$ cat src/rtl/adcsq_params.svh
// constants for the converter sequencing control block
`ifndef ADCSQ_PARAMS_SVH
`define ADCSQ_PARAMS_SVH

// register indices; byte address is four times the index
`define ADCSQ_IDX_CSR 10'h070
`define ADCSQ_IDX_RES_HI 10'h071
`define ADCSQ_IDX_RES_LO 10'h072
`define ADCSQ_IDX_IRQ_STAT 10'h073
`define ADCSQ_IDX_IRQ_MASK 10'h074

// control/status field positions
`define ADCSQ_EOC_BIT 7
`define ADCSQ_SPEED_BIT 6
`define ADCSQ_ON_BIT 5
`define ADCSQ_RSVD_BIT 4
`define ADCSQ_CH_MSB 3
`define ADCSQ_CH_LSB 0

// interrupt status/mask field position
`define ADCSQ_IRQ_DONE_BIT 0

// reset values
`define ADCSQ_CSR_RST 8'h00
`define ADCSQ_RES_RST 10'h000
`define ADCSQ_CH_RST 4'h0
`define ADCSQ_RDATA_RST 32'h0000_0000

// converter timing in converter-clock ticks (count minus one)
`define ADCSQ_SAMPLE_LAST 3'h3
`define ADCSQ_BIT_LAST 3'h3
// first trial bit of the approximation
`define ADCSQ_MSB_IDX 4'h9
`define ADCSQ_MSB_TRIAL 10'h200

`endif

$ cat src/rtl/adcsq_pkg.sv
// types shared by the converter sequencing control block
package adcsq_pkg;

  // approximation engine states, gray coded along idle -> sample -> convert
  typedef enum logic [1:0] {
    ADCSQ_IDLE = 2'b00,
    ADCSQ_SAMPLE = 2'b01,
    ADCSQ_CONVERT = 2'b11
  } adcsq_sar_state_t;

endpackage

$ cat src/rtl/adcsq_control.sv
// converter control, result registers and apb slave of the converter
`timescale 1ns/1ps
`default_nettype none
`include "adcsq_params.svh"

module adcsq_control (
  // clock, reset, enable
  input wire logic clk_i,
  input wire logic rst_i,
  input wire logic ce_i,
  // apb slave
  input wire logic psel_i,
  input wire logic penable_i,
  input wire logic pwrite_i,
  input wire logic [11:0] paddr_i,
  input wire logic [31:0] pwdata_i,
  output logic [31:0] prdata_o,
  output logic pready_o,
  output logic pslverr_o,
  // low power state from the cpu, same clock
  input wire logic halt_i,
  // analog front end
  input wire logic cmp_i,
  output logic [3:0] channel_o,
  output logic converter_on_o,
  output logic sample_o,
  output logic [9:0] dac_code_o,
  // interrupt
  output logic irq_o
);

  // reset images held as parameters, since a field cannot be selected from a bare literal
  localparam logic [7:0] CSR_RST = `ADCSQ_CSR_RST;
  localparam logic [9:0] RES_RST = `ADCSQ_RES_RST;

  // control/status fields
  logic eoc; // completion flag
  logic speed; // converter clock select
  logic converter_on; // software enable
  logic [3:0] input_selector; // channel field

  // result storage
  logic [7:0] result_high_byte; // result bits 9..2
  logic [1:0] result_low_bits; // result bits 1..0

  // interrupt registers
  logic irq_stat; // sticky completion event
  logic irq_mask; // enable for the event

  // comparator synchroniser
  logic cmp_meta; // first stage, read by second only
  logic cmp_sync; // safe to use

  // converter clock divider
  logic [1:0] div_cnt; // cpu clock cycle count
  logic conv_tick; // one cpu cycle per converter clock

  // engine handshakes
  logic run; // engine may run
  logic restart; // abort and restart on new input
  logic done; // conversion finished pulse
  logic done_q; // done seen one cycle ago
  logic [9:0] result; // latest engine result
  logic [9:0] trial; // engine trial code
  logic sample; // engine sampling

  // apb decode
  logic setup; // first cycle of a transfer
  logic access; // completing cycle of a transfer
  logic [9:0] word_idx; // register index of the address
  logic aligned; // low address bits zero
  logic hit_csr; // control/status selected
  logic hit_hi; // high result selected
  logic hit_lo; // low result selected
  logic hit_stat; // interrupt status selected
  logic hit_mask; // interrupt mask selected
  logic mapped; // any register selected
  logic [31:0] next_prdata; // read value for this address

  // control register write effects
  logic wr_csr; // control register written
  logic ch_changed; // new channel differs from old
  logic rd_hi_clr; // high result read may clear flag

  // bus phases and address decode
  always_comb begin
    setup = psel_i & ~penable_i;
    access = psel_i & penable_i & pready_o;
    word_idx = paddr_i[11:2];
    aligned = (paddr_i[1:0] == 2'b00);
    hit_csr = 1'b0;
    hit_hi = 1'b0;
    hit_lo = 1'b0;
    hit_stat = 1'b0;
    hit_mask = 1'b0;
    if (!aligned) begin
      hit_csr = 1'b0;
    end else if (word_idx == `ADCSQ_IDX_CSR) begin
      hit_csr = 1'b1;
    end else if (word_idx == `ADCSQ_IDX_RES_HI) begin
      hit_hi = 1'b1;
    end else if (word_idx == `ADCSQ_IDX_RES_LO) begin
      hit_lo = 1'b1;
    end else if (word_idx == `ADCSQ_IDX_IRQ_STAT) begin
      hit_stat = 1'b1;
    end else if (word_idx == `ADCSQ_IDX_IRQ_MASK) begin
      hit_mask = 1'b1;
    end
    mapped = hit_csr | hit_hi | hit_lo | hit_stat | hit_mask;
  end

  // read multiplexer; reserved bits read as zero
  always_comb begin
    next_prdata = `ADCSQ_RDATA_RST;
    if (hit_csr) begin
      next_prdata[`ADCSQ_EOC_BIT] = eoc;
      next_prdata[`ADCSQ_SPEED_BIT] = speed;
      next_prdata[`ADCSQ_ON_BIT] = converter_on;
      next_prdata[`ADCSQ_CH_MSB:`ADCSQ_CH_LSB] = input_selector;
    end else if (hit_hi) begin
      next_prdata[7:0] = result_high_byte;
    end else if (hit_lo) begin
      next_prdata[1:0] = result_low_bits;
    end else if (hit_stat) begin
      next_prdata[`ADCSQ_IRQ_DONE_BIT] = irq_stat;
    end else if (hit_mask) begin
      next_prdata[`ADCSQ_IRQ_DONE_BIT] = irq_mask;
    end
  end

  // side effects of the completing access
  always_comb begin
    wr_csr = access & pwrite_i & hit_csr;
    ch_changed = pwdata_i[`ADCSQ_CH_MSB:`ADCSQ_CH_LSB] != input_selector;
    // a completion landing after read data was captured keeps the flag
    rd_hi_clr = access & ~pwrite_i & hit_hi & ~done_q;
  end

  // ready one cycle after setup, data and error captured with it
  always_ff @(posedge clk_i) begin
    if (rst_i) begin
      pready_o <= 1'b0;
      pslverr_o <= 1'b0;
      prdata_o <= `ADCSQ_RDATA_RST;
    end else if (ce_i) begin
      pready_o <= setup;
      if (setup) begin
        pslverr_o <= ~mapped;
        prdata_o <= pwrite_i ? `ADCSQ_RDATA_RST : next_prdata;
      end
    end
  end

  // software fields of the control register
  always_ff @(posedge clk_i) begin
    if (rst_i) begin
      speed <= CSR_RST[`ADCSQ_SPEED_BIT];
      converter_on <= CSR_RST[`ADCSQ_ON_BIT];
      input_selector <= `ADCSQ_CH_RST;
    end else if (ce_i && wr_csr) begin
      // reserved bit is dropped on write, reads back zero
      speed <= pwdata_i[`ADCSQ_SPEED_BIT];
      converter_on <= pwdata_i[`ADCSQ_ON_BIT];
      input_selector <= pwdata_i[`ADCSQ_CH_MSB:`ADCSQ_CH_LSB];
    end
  end

  // completion flag: set on done, cleared by high read or control write
  always_ff @(posedge clk_i) begin
    if (rst_i) begin
      eoc <= CSR_RST[`ADCSQ_EOC_BIT];
    end else if (ce_i) begin
      if (wr_csr && ch_changed) begin
        // a channel change clears even a completion of the old input
        eoc <= 1'b0;
      end else if (done) begin
        eoc <= 1'b1;
      end else if (wr_csr || rd_hi_clr) begin
        eoc <= 1'b0;
      end
    end
  end

  // results are not held back: every completion overwrites both
  always_ff @(posedge clk_i) begin
    if (rst_i) begin
      result_high_byte <= RES_RST[9:2];
      result_low_bits <= RES_RST[1:0];
    end else if (ce_i && done) begin
      result_high_byte <= result[9:2];
      result_low_bits <= result[1:0];
    end
  end

  // remember a completion for the read-clear guard
  always_ff @(posedge clk_i) begin
    if (rst_i) begin
      done_q <= 1'b0;
    end else if (ce_i) begin
      done_q <= done;
    end
  end

  // two-stage synchroniser for the analog comparator
  always_ff @(posedge clk_i) begin
    if (rst_i) begin
      cmp_meta <= 1'b0;
      cmp_sync <= 1'b0;
    end else if (ce_i) begin
      cmp_meta <= cmp_i;
      cmp_sync <= cmp_meta;
    end
  end

  // run only while enabled and not halted; wait mode has no input here
  always_comb begin
    run = converter_on & ~halt_i;
    restart = wr_csr & ch_changed & pwdata_i[`ADCSQ_ON_BIT];
  end

  // converter clock as an enable pulse, no second clock domain
  always_ff @(posedge clk_i) begin
    if (rst_i) begin
      div_cnt <= 2'h0;
      conv_tick <= 1'b0;
    end else if (ce_i) begin
      if (!run) begin
        // held still while off, so the first tick after enable is full
        div_cnt <= 2'h0;
        conv_tick <= 1'b0;
      end else begin
        div_cnt <= div_cnt + 2'h1;
        conv_tick <= speed ? div_cnt[0] : (div_cnt == 2'h3);
      end
    end
  end

  // approximation engine; keeps going round while run is high
  adcsq_sar u_sar (
    .clk_i(clk_i),
    .rst_i(rst_i),
    .ce_i(ce_i),
    .run_i(run),
    .restart_i(restart),
    .tick_i(conv_tick),
    .cmp_i(cmp_sync),
    .trial_o(trial),
    .sample_o(sample),
    .result_o(result),
    .done_o(done)
  );

  // analog side outputs, registered
  always_ff @(posedge clk_i) begin
    if (rst_i) begin
      channel_o <= `ADCSQ_CH_RST;
      converter_on_o <= 1'b0;
      sample_o <= 1'b0;
      dac_code_o <= `ADCSQ_RES_RST;
    end else if (ce_i) begin
      channel_o <= input_selector;
      converter_on_o <= run;
      sample_o <= sample;
      dac_code_o <= trial;
    end
  end

  // sticky interrupt status, write one to clear, set wins
  always_ff @(posedge clk_i) begin
    if (rst_i) begin
      irq_stat <= 1'b0;
    end else if (ce_i) begin
      if (done) begin
        irq_stat <= 1'b1;
      end else if (access && pwrite_i && hit_stat && pwdata_i[`ADCSQ_IRQ_DONE_BIT]) begin
        irq_stat <= 1'b0;
      end
    end
  end

  // interrupt mask register
  always_ff @(posedge clk_i) begin
    if (rst_i) begin
      irq_mask <= 1'b0;
    end else if (ce_i && access && pwrite_i && hit_mask) begin
      irq_mask <= pwdata_i[`ADCSQ_IRQ_DONE_BIT];
    end
  end

  // level interrupt, one cycle behind the status bit
  always_ff @(posedge clk_i) begin
    if (rst_i) begin
      irq_o <= 1'b0;
    end else if (ce_i) begin
      irq_o <= irq_stat & irq_mask;
    end
  end

endmodule // adcsq_control

`default_nettype wire

$ cat src/rtl/adcsq_sar.sv
// successive approximation engine stepping on the converter clock tick
`timescale 1ns/1ps
`default_nettype none
`include "adcsq_params.svh"

module adcsq_sar (
  // clock, reset, enable
  input wire logic clk_i,
  input wire logic rst_i,
  input wire logic ce_i,
  // control from the register side
  input wire logic run_i,
  input wire logic restart_i,
  input wire logic tick_i,
  // synchronised comparator: input at or above trial level
  input wire logic cmp_i,
  // results and analog side
  output logic [9:0] trial_o,
  output logic sample_o,
  output logic [9:0] result_o,
  output logic done_o
);

  adcsq_pkg::adcsq_sar_state_t state; // engine state
  logic [2:0] tcnt; // ticks spent in the current step
  logic [3:0] bidx; // bit under trial
  logic [9:0] bit_mask; // one-hot of the bit under trial
  logic [9:0] kept; // trial after the comparator decision
  logic [9:0] next_trial; // kept value plus the next trial bit

  // decide the current bit and prepare the next trial
  always_comb begin
    bit_mask = 10'h001 << bidx;
    kept = cmp_i ? trial_o : (trial_o & ~bit_mask);
    next_trial = kept | (bit_mask >> 1);
  end

  // sample, then ten decision steps, then sample again while running
  always_ff @(posedge clk_i) begin
    if (rst_i) begin
      state <= adcsq_pkg::ADCSQ_IDLE;
      tcnt <= 3'h0;
      bidx <= 4'h0;
      trial_o <= `ADCSQ_RES_RST;
      sample_o <= 1'b0;
      result_o <= `ADCSQ_RES_RST;
      done_o <= 1'b0;
    end else if (ce_i) begin
      done_o <= 1'b0;
      if (!run_i) begin
        // off or halted: drop the conversion in progress
        state <= adcsq_pkg::ADCSQ_IDLE;
        tcnt <= 3'h0;
        trial_o <= `ADCSQ_RES_RST;
        sample_o <= 1'b0;
      end else if (restart_i) begin
        // new input chosen: abandon and sample afresh
        state <= adcsq_pkg::ADCSQ_SAMPLE;
        tcnt <= 3'h0;
        trial_o <= `ADCSQ_RES_RST;
        sample_o <= 1'b1;
      end else begin
        case (state)
          adcsq_pkg::ADCSQ_IDLE: begin
            state <= adcsq_pkg::ADCSQ_SAMPLE;
            tcnt <= 3'h0;
            sample_o <= 1'b1;
          end
          adcsq_pkg::ADCSQ_SAMPLE: begin
            if (tick_i) begin
              if (tcnt == `ADCSQ_SAMPLE_LAST) begin
                state <= adcsq_pkg::ADCSQ_CONVERT;
                tcnt <= 3'h0;
                bidx <= `ADCSQ_MSB_IDX;
                trial_o <= `ADCSQ_MSB_TRIAL;
                sample_o <= 1'b0;
              end else begin
                tcnt <= tcnt + 3'h1;
              end
            end
          end
          adcsq_pkg::ADCSQ_CONVERT: begin
            if (tick_i) begin
              if (tcnt == `ADCSQ_BIT_LAST) begin
                tcnt <= 3'h0;
                if (bidx == 4'h0) begin
                  // last bit decided: publish and go round again
                  result_o <= kept;
                  done_o <= 1'b1;
                  state <= adcsq_pkg::ADCSQ_SAMPLE;
                  trial_o <= `ADCSQ_RES_RST;
                  sample_o <= 1'b1;
                end else begin
                  bidx <= bidx - 4'h1;
                  trial_o <= next_trial;
                end
              end else begin
                tcnt <= tcnt + 3'h1;
              end
            end
          end
          default: begin
            state <= adcsq_pkg::ADCSQ_IDLE;
          end
        endcase
      end
    end
  end

endmodule // adcsq_sar

`default_nettype wire

$ cat config.mk
export PLATFORM = sky130hd
export DESIGN_NAME = adcsq_control
export DESIGN_NICKNAME = d
export VERILOG_FILES = /design/src/rtl/adcsq_pkg.sv /design/src/rtl/adcsq_control.sv /design/src/rtl/adcsq_sar.sv
export VERILOG_INCLUDE_DIRS = /design/src /design/src/rtl
export SDC_FILE = /design/constraint.sdc
export NUM_CORES = 1
export LEC_CHECK = 0
export BUFFER_PORTS_ARGS = -buffer_cell sky130_fd_sc_hd__buf_2
export CAP_MARGIN = 5
export CELL_PAD_IN_SITES_DETAIL_PLACEMENT = 1
export CELL_PAD_IN_SITES_GLOBAL_PLACEMENT = 1
export CORE_MARGIN = 2
export CORE_UTILIZATION = 42
export CTS_CLUSTER_DIAMETER = 120
export DETAILED_ROUTE_END_ITERATION = 8
export MAX_ROUTING_LAYER = met4
export PLACE_DENSITY_LB_ADDON = 0.1
export SYNTH_ARGS = -nofsm -noshare
export SYNTH_HDL_FRONTEND = slang
export SYNTH_SLANG_ARGS = --single-unit
export TNS_END_PERCENT = 1
$ cat constraint.sdc
create_clock -name clk_i -period 4.5 [get_ports clk_i]
set_input_delay 0 -clock clk_i [delete_from_list [all_inputs] [get_ports clk_i]]
set_output_delay 0 -clock clk_i [all_outputs]
set_load 0.02 [all_outputs]
==> results of run 1 <==
==> cell usage after synthesis, types with 4 or more instances <==
cell / count / area share, %
o21ai_0: 18 / 2.3
nor2b_1: 7 / 1.1
dfxtp_1: 83 / 42
mux2i_1: 25 / 6.3
nor3_1: 5 / 0.63
a22oi_1: 5 / 0.94
nand2b_1: 8 / 1.3
clkbuf_1: 14 / 1.3
a21oi_1: 39 / 4.9
buf_4: 24 / 4.5
nor2_1: 53 / 5.0
nand3_1: 5 / 0.63
ha_1: 7 / 2.2
nand4_1: 8 / 1.3
nor4_1: 4 / 0.63
xor2_1: 4 / 0.88
inv_1: 9 / 0.85
a21o_1: 5 / 0.94
buf_1: 4 / 0.38
a22o_1: 12 / 2.6
nand2_1: 44 / 4.1
a21boi_0: 6 / 1.1
nand3b_1: 4 / 0.75
==> metal layers <==
metal,vias to the layer above,GRT usage [%],share of wire [%]
met5,-,-,0
met4,0,4.99,0.95
met3,11,3.93,2.5
met2,51,35.4,48
met1,1682,27.6,48
li1,1666,-,-
==> report_power, final <==
group	leakage (uW)	internal [uW]	switching (uW)	total (uW)
Combinational	0.00105	24.6	60.8	85.4
Sequential	0.000669	736	2.46	738
Clock	0.000101	265	310	574
==> area by class of cell <==
| type | instances | area [um2] | area share, % |
|---|---|---|---|
| inverter | 10 | 37.5 | 0.828 |
| multi-input combinational | 336 | 2110 | 46.6 |
| clock buffer | 9 | 124 | 2.73 |
| tap | 129 | 161 | 3.56 |
| sequential | 83 | 1660 | 36.7 |
| timing repair buffer | 62 | 355 | 7.84 |
| clock inverter | 7 | 81.3 | 1.79 |
==> critical path: cells and delay by family, from the launching register on <==
family,cells,cell delay [ns]
flip-flops,1,0.37
AND/OR/NAND/NOR,3,0.73
buffers and inverters,1,0.16
multiplexers,1,0.31
adder cells (fa/ha/maj),1,0.33
AO/OA/AOI/OAI,1,0.70
==> how the worst max path moves through the flow <==
stage	endpoint	slack (ns)	depth (start not counted)
2_1_floorplan	u_sar.result_o[6]$_SDFFE_PP0P_	2.52	8
6_report	u_sar.result_o[9]$_SDFFE_PP0P_	1.77	7
3_5_place_dp	u_sar.result_o[6]$_SDFFE_PP0P_	1.82	7
4_1_cts	u_sar.result_o[9]$_SDFFE_PP0P_	1.73	7
5_1_grt	u_sar.result_o[9]$_SDFFE_PP0P_	1.61	7
3_3_place_gp	u_sar.result_o[4]$_SDFFE_PP0P_	1.94	7
==> stage by stage <==
stage | std cells | instance area [um2]
4_1_cts | 636 | 4530
3_3_place_gp | 612 | 4250
6_report | 636 | 4530
5_1_grt | 636 | 4530
2_1_floorplan | 474 | 4080
3_5_place_dp | 612 | 4250
==> flip-flops by register name (all words and copies together) (netlist names), 2 cells and up <==
signal            count
div_cnt               2
u_sar.state           2
dac_code_o           10
u_sar.trial_o        10
input_selector        4
result_low_bits       2
u_sar.result_o       10
prdata_o              8
u_sar.bidx            4
u_sar.tcnt            3
channel_o             4
result_high_byte      8
==> kinds of logic (layout without fill, tap and decap cells) <==
logic type | count (synthesis) | after routing | synth area share [%]
compound gates | 116 | 116 | 20.6
xor+xnor | 4 | 4 | 0.877
fa+ha+maj | 7 | 7 | 2.19
buf+inv | 55 | 88 | 7.68
flops | 83 | 83 | 41.6
mux | 25 | 25 | 6.27
other cells | 1 | 24 | 0.0939
simple gates | 160 | 160 | 20.7
==> placed cells by master (no fill, tap or decap), drive strengths merged, types with 2 or more instances in the layout <==
cell	count
a21boi	6
a21o	5
a21oi	40
a222oi	2
a22o	12
a22oi	5
a311oi	2
and2	3
and3	3
and4	3
and4b	2
buf	54
clkbuf	9
clkinv	3
conb	24
dfxtp	83
dlygate4sd3	8
ha	7
inv	12
mux2i	25
nand2	44
nand2b	8
nand3	5
nand3b	4
nand4	9
nand4b	3
nor2	53
nor2b	7
nor3	6
nor4	6
o21a	2
o21ai	18
o31a	3
o31ai	5
o41ai	2
xor2	4
==> results by group, run 1 <==
Cells and area
  – Fin nets: 561
  – P&R area growth vs syn: 13.5%
  – Post-layout util: 49.0%
  – ANT cells: 0
  – Share of cells above drive strength 1: 16.2%
  – Number of fillers in the final layout: 1118

Timing
  – Finish-stage setup viols: 0
  – Hold Fails Final Rpt: 0
  – Final Max Slew Viols: 0
  – TNS Setup: 0 ns
  – Rel. slew slack: 47.0%
  – Worst Skew: 0.0148 ns
  – Unrepaired setup endpoints after global routing: false
  – Worst hold slack: 0.0227 ns
  – Final period util: 60.6%
  – Slew at the pin closest to its max-slew limit: 0.795 ns
  – Minimum clock period: 2.73 ns
  – Max Freq: 367 MHz
  – Final worst setup slack: 1.77 ns

Routing
  – DRT antenna net count: 0
  – Routed wire length per instance: 16.3 um
  – Routed wire length: 10400 um
  – Drt drc: 0
  – DR iter-0 viols: 120
  – DR vias/cell: 5.36
  – Total number of vias: 3410
  – Pre-Repair DR Iteration Count: 4

Worst setup path
  – Slowest stage delay, CP: 0.70 ns
  – R2R setup slack: 1.77 ns
  – Slowest CP cell: a311oi_4
  – CP max FO: 14
  – CP Class: register to register
  – R2R depth: 7
  – Critical path data required time: 4.74 ns
  – Crit path from: u_sar.bidx[0]$_SDFFE_PP0P_
  – R2r endpoint: u_sar.result_o[9]$_SDFFE_PP0P_
  – Worst Setup Start Kind: register
  – Arrival @ worst endpoint: 2.97 ns
  – Crit-path cells: inv_1 > ha_1 > nor3b_1 > nand4_1 > a311oi_4 > mux2i_1 > nor2_1
  – Worst R2R Start: u_sar.bidx[0]$_SDFFE_PP0P_
  – Crit. End Element: register

Placement
  – RePlAce Congestion: 0.799
  – PortBufs: 52
  – DPL Wire Length: 7350 um
  – Placement Setup Slack: 1.82 ns

Floorplanning
  – Chip height: 102 um
  – Chip width: 102 um
  – # IOs: 103
  – Die ar.: 10300 um2
  – CORE AREA: 9240 um2
  – Row count: 35
  – Starting Density: 43.2%

Global routing
  – First-pass GRT wire length: 17100 um
  – GRT Total Usage: 21.6%
  – Antenna violations before repair: 0
  – Pin count of the biggest net entering global routing: 40
  – Number of global-route vias before repair: 3418
  – Overflow after GRT: 0

Clocking
  – Clk root buf: clkbuf_8
  – Clock-pin slew on the worst setup and hold paths: 0.10 ns
  – Cts hold-fix bufs: 8
  – CTS H-Tree Depth: 3
  – Post-CTS Setup Bufs: 0
  – Worst-case clock buffer depth: 2
  – CTS tree: yes
  – CTS sink count: 83
  – Cts repair resizes: 0
  – Worst skew pair latency: 0.37 ns
  – CTS Buf Count: 9

Pwr
  – Max VDD drop: 0.000159 V
  – Power Density: 308 nW/um2
  – Leakage: 0.00182 uW
  – Final Power: 1400 uW

Logic synthesis
  – Flops & latches, synth: 83
  – Mean Syn Cell Area: 8.85 um2
  – Post-synth cell types: 64
  – Ys flop type: dfxtp_1
  – Number of synthesized flops with an enable pin: 0
  – Post-synth ARST share: 0%
  – Synth Instances: 451
  – Mapped Area: 3990 um2
  – Synth warn: 0
  – Seq/Total Area, Yosys: 41.6%

Run
  – Max-cap violations: 0

Status
  – Status: complete, no violations

Worst hold path
  – Hold Path Origin: paddr_i[3]
  – Hold Path Cell Cnt: 4
  – Hold Crit Class: input pin to register
  – Hold Path End: prdata_o[1]$_SDFFE_PP0P_
(Power assumes the default switching activity.)
==> run 2: changes to the inputs <==
--- a/config.mk
+++ b/config.mk
@@ -11,7 +11,7 @@
 export CELL_PAD_IN_SITES_DETAIL_PLACEMENT = 1
 export CELL_PAD_IN_SITES_GLOBAL_PLACEMENT = 1
 export CORE_MARGIN = 2
-export CORE_UTILIZATION = 42
+export CORE_UTILIZATION = 35
 export CTS_CLUSTER_DIAMETER = 120
 export DETAILED_ROUTE_END_ITERATION = 8
 export MAX_ROUTING_LAYER = met4
==> constraint.sdc (replaced) <==
create_clock -name clk_i -period 2.5 [get_ports clk_i]
set_input_delay 0 -clock clk_i [delete_from_list [all_inputs] [get_ports clk_i]]
set_output_delay 0 -clock clk_i [all_outputs]
set_load 0.02 [all_outputs]
==> run 2 against run 1 <==
  * Via count is 0.18% higher
  * Global-route usage down 2.9 points
  * Clock skew decreased by 0.0049 ns
  * Register-to-register slack worse by 1.6 ns
  * Sequential power rose by 80%
  * Sequential cell count unchanged
  * First-iteration DRC count rose by 29%
  * Critical endpoint is now u_sar.trial_o[5]$_SDFFE_PP0P_
  * Largest cell class unchanged
  * Highest routed layer unchanged
==> results by group, run 2 (synthesis results as in run 1) <==
Status
  – Status: complete, no violations

Timing
  – Final period util: 91.7% (+31 points)
  – Unrepaired setup endpoints after global routing: false
  – Hold Fails Final Rpt: 0 (unchanged)
  – TNS Setup: 0 ns (unchanged)
  – Finish-stage setup viols: 0 (unchanged)
  – Minimum clock period: 2.29 ns (-0.434 ns)
  – Worst Skew: 0.00992 ns (-0.00489 ns)
  – Rel. slew slack: 40.5% (-6.6 points)
  – Max Freq: 436 MHz (+19%)
  – Slew at the pin closest to its max-slew limit: 0.893 ns (+0.0984 ns)
  – Worst hold slack: 0.0282 ns (+0.00555 ns)
  – Final Max Slew Viols: 0 (unchanged)

Global routing
  – Antenna violations before repair: 0 (unchanged)
  – GRT Total Usage: 18.6% (-2.9 points)
  – First-pass GRT wire length: 17700 um (+3.7%)
  – Pin count of the biggest net entering global routing: 46 (+15%)
  – Number of global-route vias before repair: 3459 (+1.2%)
  – Overflow after GRT: 0 (unchanged)

Routing
  – Drt drc: 0 (unchanged)
  – Routed wire length: 10700 um (+3.0%)
  – Pre-Repair DR Iteration Count: 4 (unchanged)
  – DRT antenna net count: 0 (unchanged)
  – DR iter-0 viols: 155 (+29%)
  – Routed wire length per instance: 16.4 um (+0.20%)
  – DR vias/cell: 5.22 (-2.6%)
  – Total number of vias: 3416 (+0.18%)

Worst setup path
  – CP Buf/Inv Count: 2 (+1)
  – Crit path max-delay family: simple AND/OR/NAND/NOR gates
  – Slowest CP cell: dfxtp_1
  – Slowest stage delay, CP: 0.41 ns (-0.29 ns)
  – Crit. End Element: register
  – CP Class: register to register
  – Crit-path cells: inv_1 > ha_1 > nor3b_1 > buf_4 > nor2_1 > nand2_1 > nor4_4 > a22o_1
  – CP max FO: 7 (-7)
  – Worst Setup Start Kind: register
  – Critical path data required time: 2.79 ns (-1.95 ns)
  – Arrival @ worst endpoint: 2.58 ns (-0.39 ns)

Floorplanning
  – Row count: 39 (+11%)
  – Die ar.: 12300 um2 (+19%)
  – CORE AREA: 11300 um2 (+22%)
  – Chip height: 111 um (+9.2%)
  – # IOs: 103 (unchanged)
  – Chip width: 111 um (+9.2%)
  – Starting Density: 35.4% (-7.8 points)

Cells and area
  – P&R area growth vs syn: 17.4%
  – Share of cells above drive strength 1: 16.8% (+0.66 points)
  – Most frequent cells in the layout: dfxtp_1 (83), nor2_1 (53), buf_2 (52)
  – Largest regs: dac_code_o: 10 flops, u_sar.result_o: 10 flops, u_sar.trial_o: 10 flops
  – ANT cells: 0 (unchanged)
  – Most common cell after layout, fill and taps aside: dfxtp_1
  – Fin nets: 565 (+0.71%)

Run
  – Max-cap violations: 0 (unchanged)

Worst hold path
  – Hold Crit Class: input pin to register

Placement
  – PortBufs: 52 (unchanged)
  – RePlAce Congestion: 0.751 (-6.0%)
  – DPL Wire Length: 7700 um (+4.9%)

Clocking
  – Worst-case clock buffer depth: 2 (unchanged)
  – CTS tree: yes
  – Worst skew pair latency: 0.34 ns (-0.03 ns)
  – CTS H-Tree Depth: 3 (unchanged)
  – Clock-pin slew on the worst setup and hold paths: 0.07 ns (-0.03 ns)
  – Clk root buf: clkbuf_16
  – CTS sink count: 83 (unchanged)
  – Cts repair resizes: 0 (unchanged)
  – CTS Buf Count: 9 (unchanged)

Pwr
  – Max VDD drop: 0.000332 V (+110%)
  – Power Density: 606 nW/um2 (+96%)
  – Leakage: 0.00188 uW (+3.5%)
[run 2: cell type report]
| cell class | instances | area, um2 |
|---|---|---|
| tap | 143 | 179 |
| clock inverter | 6 | 72.6 |
| sequential | 83 | 1660 |
| inverter | 10 | 37.5 |
| multi-input combinational | 336 | 2110 |
| timing repair buffer | 66 | 395 |
| clock buffer | 10 | 229 |
| fill | 1342 | 6590 |
[run 2: what timing repair did]
action | in CTS | in global routing
buffers inserted | 0 | 0
endpoints found under the hold margin | 8 | 0
hold buffers | 7 | 0
[run 2: routing by layer]
layer	vias up	global-route usage, %	share of wire, %
met4	0	7.58	1.6
met5	-	-	0
met2	64	29.2	46
met3	13	2.79	3.2
li1	1687	-	-
met1	1652	24.2	49
[run 2: stage by stage]
stage | util [%] | std cells | cell area, um2 | power [uW] | setup WS, ns
2_1_floorplan | - | 474 | 4080 | 1480 | 0.518
3_3_place_gp | 38.3 | 631 | 4310 | 1500 | 0.286
3_5_place_dp | 38.3 | 631 | 4310 | 1510 | 0.233
4_1_cts | 41.6 | 654 | 4690 | 2880 | 0.211
5_1_grt | 41.6 | 654 | 4690 | 2960 | 0.0479
6_report | 41.6 | 654 | 4690 | 2840 | 0.207
[run 2: final timing paths]
| kind | from | to | slack (ns) | depth (start not counted) |
|---|---|---|---|---|
| setup / recovery | u_sar.bidx[0]$_SDFFE_PP0P_ | u_sar.trial_o[5]$_SDFFE_PP0P_ | 0.21 | 8 |
| hold / removal | paddr_i[3] | prdata_o[1]$_SDFFE_PP0P_ | 0.03 | 4 |
| setup reg to reg | u_sar.bidx[0]$_SDFFE_PP0P_ | u_sar.trial_o[5]$_SDFFE_PP0P_ | 0.21 | 8 |
| hold reg to reg | prdata_o[1]$_SDFFE_PP0P_ | prdata_o[1]$_SDFFE_PP0P_ | 0.45 | 2 |
[run 2: power by group]
part           internal [uW]  switching [uW]  leakage (uW)  total, uW
Clock                    785             570      0.000144       1350
Combinational           44.0             110       0.00107        154
Sequential              1330            4.41      0.000669       1330
Total                   2150             684       0.00188       2840
[run 2: worst register-to-register path: cells and delay by family, from the launching register on]
| family | cells | cell delay [ns] |
|---|---|---|
| compound gates | 1 | 0.21 |
| fa+ha+maj | 1 | 0.32 |
| flops | 1 | 0.41 |
| buf+inv | 2 | 0.30 |
| simple gates | 4 | 1.00 |
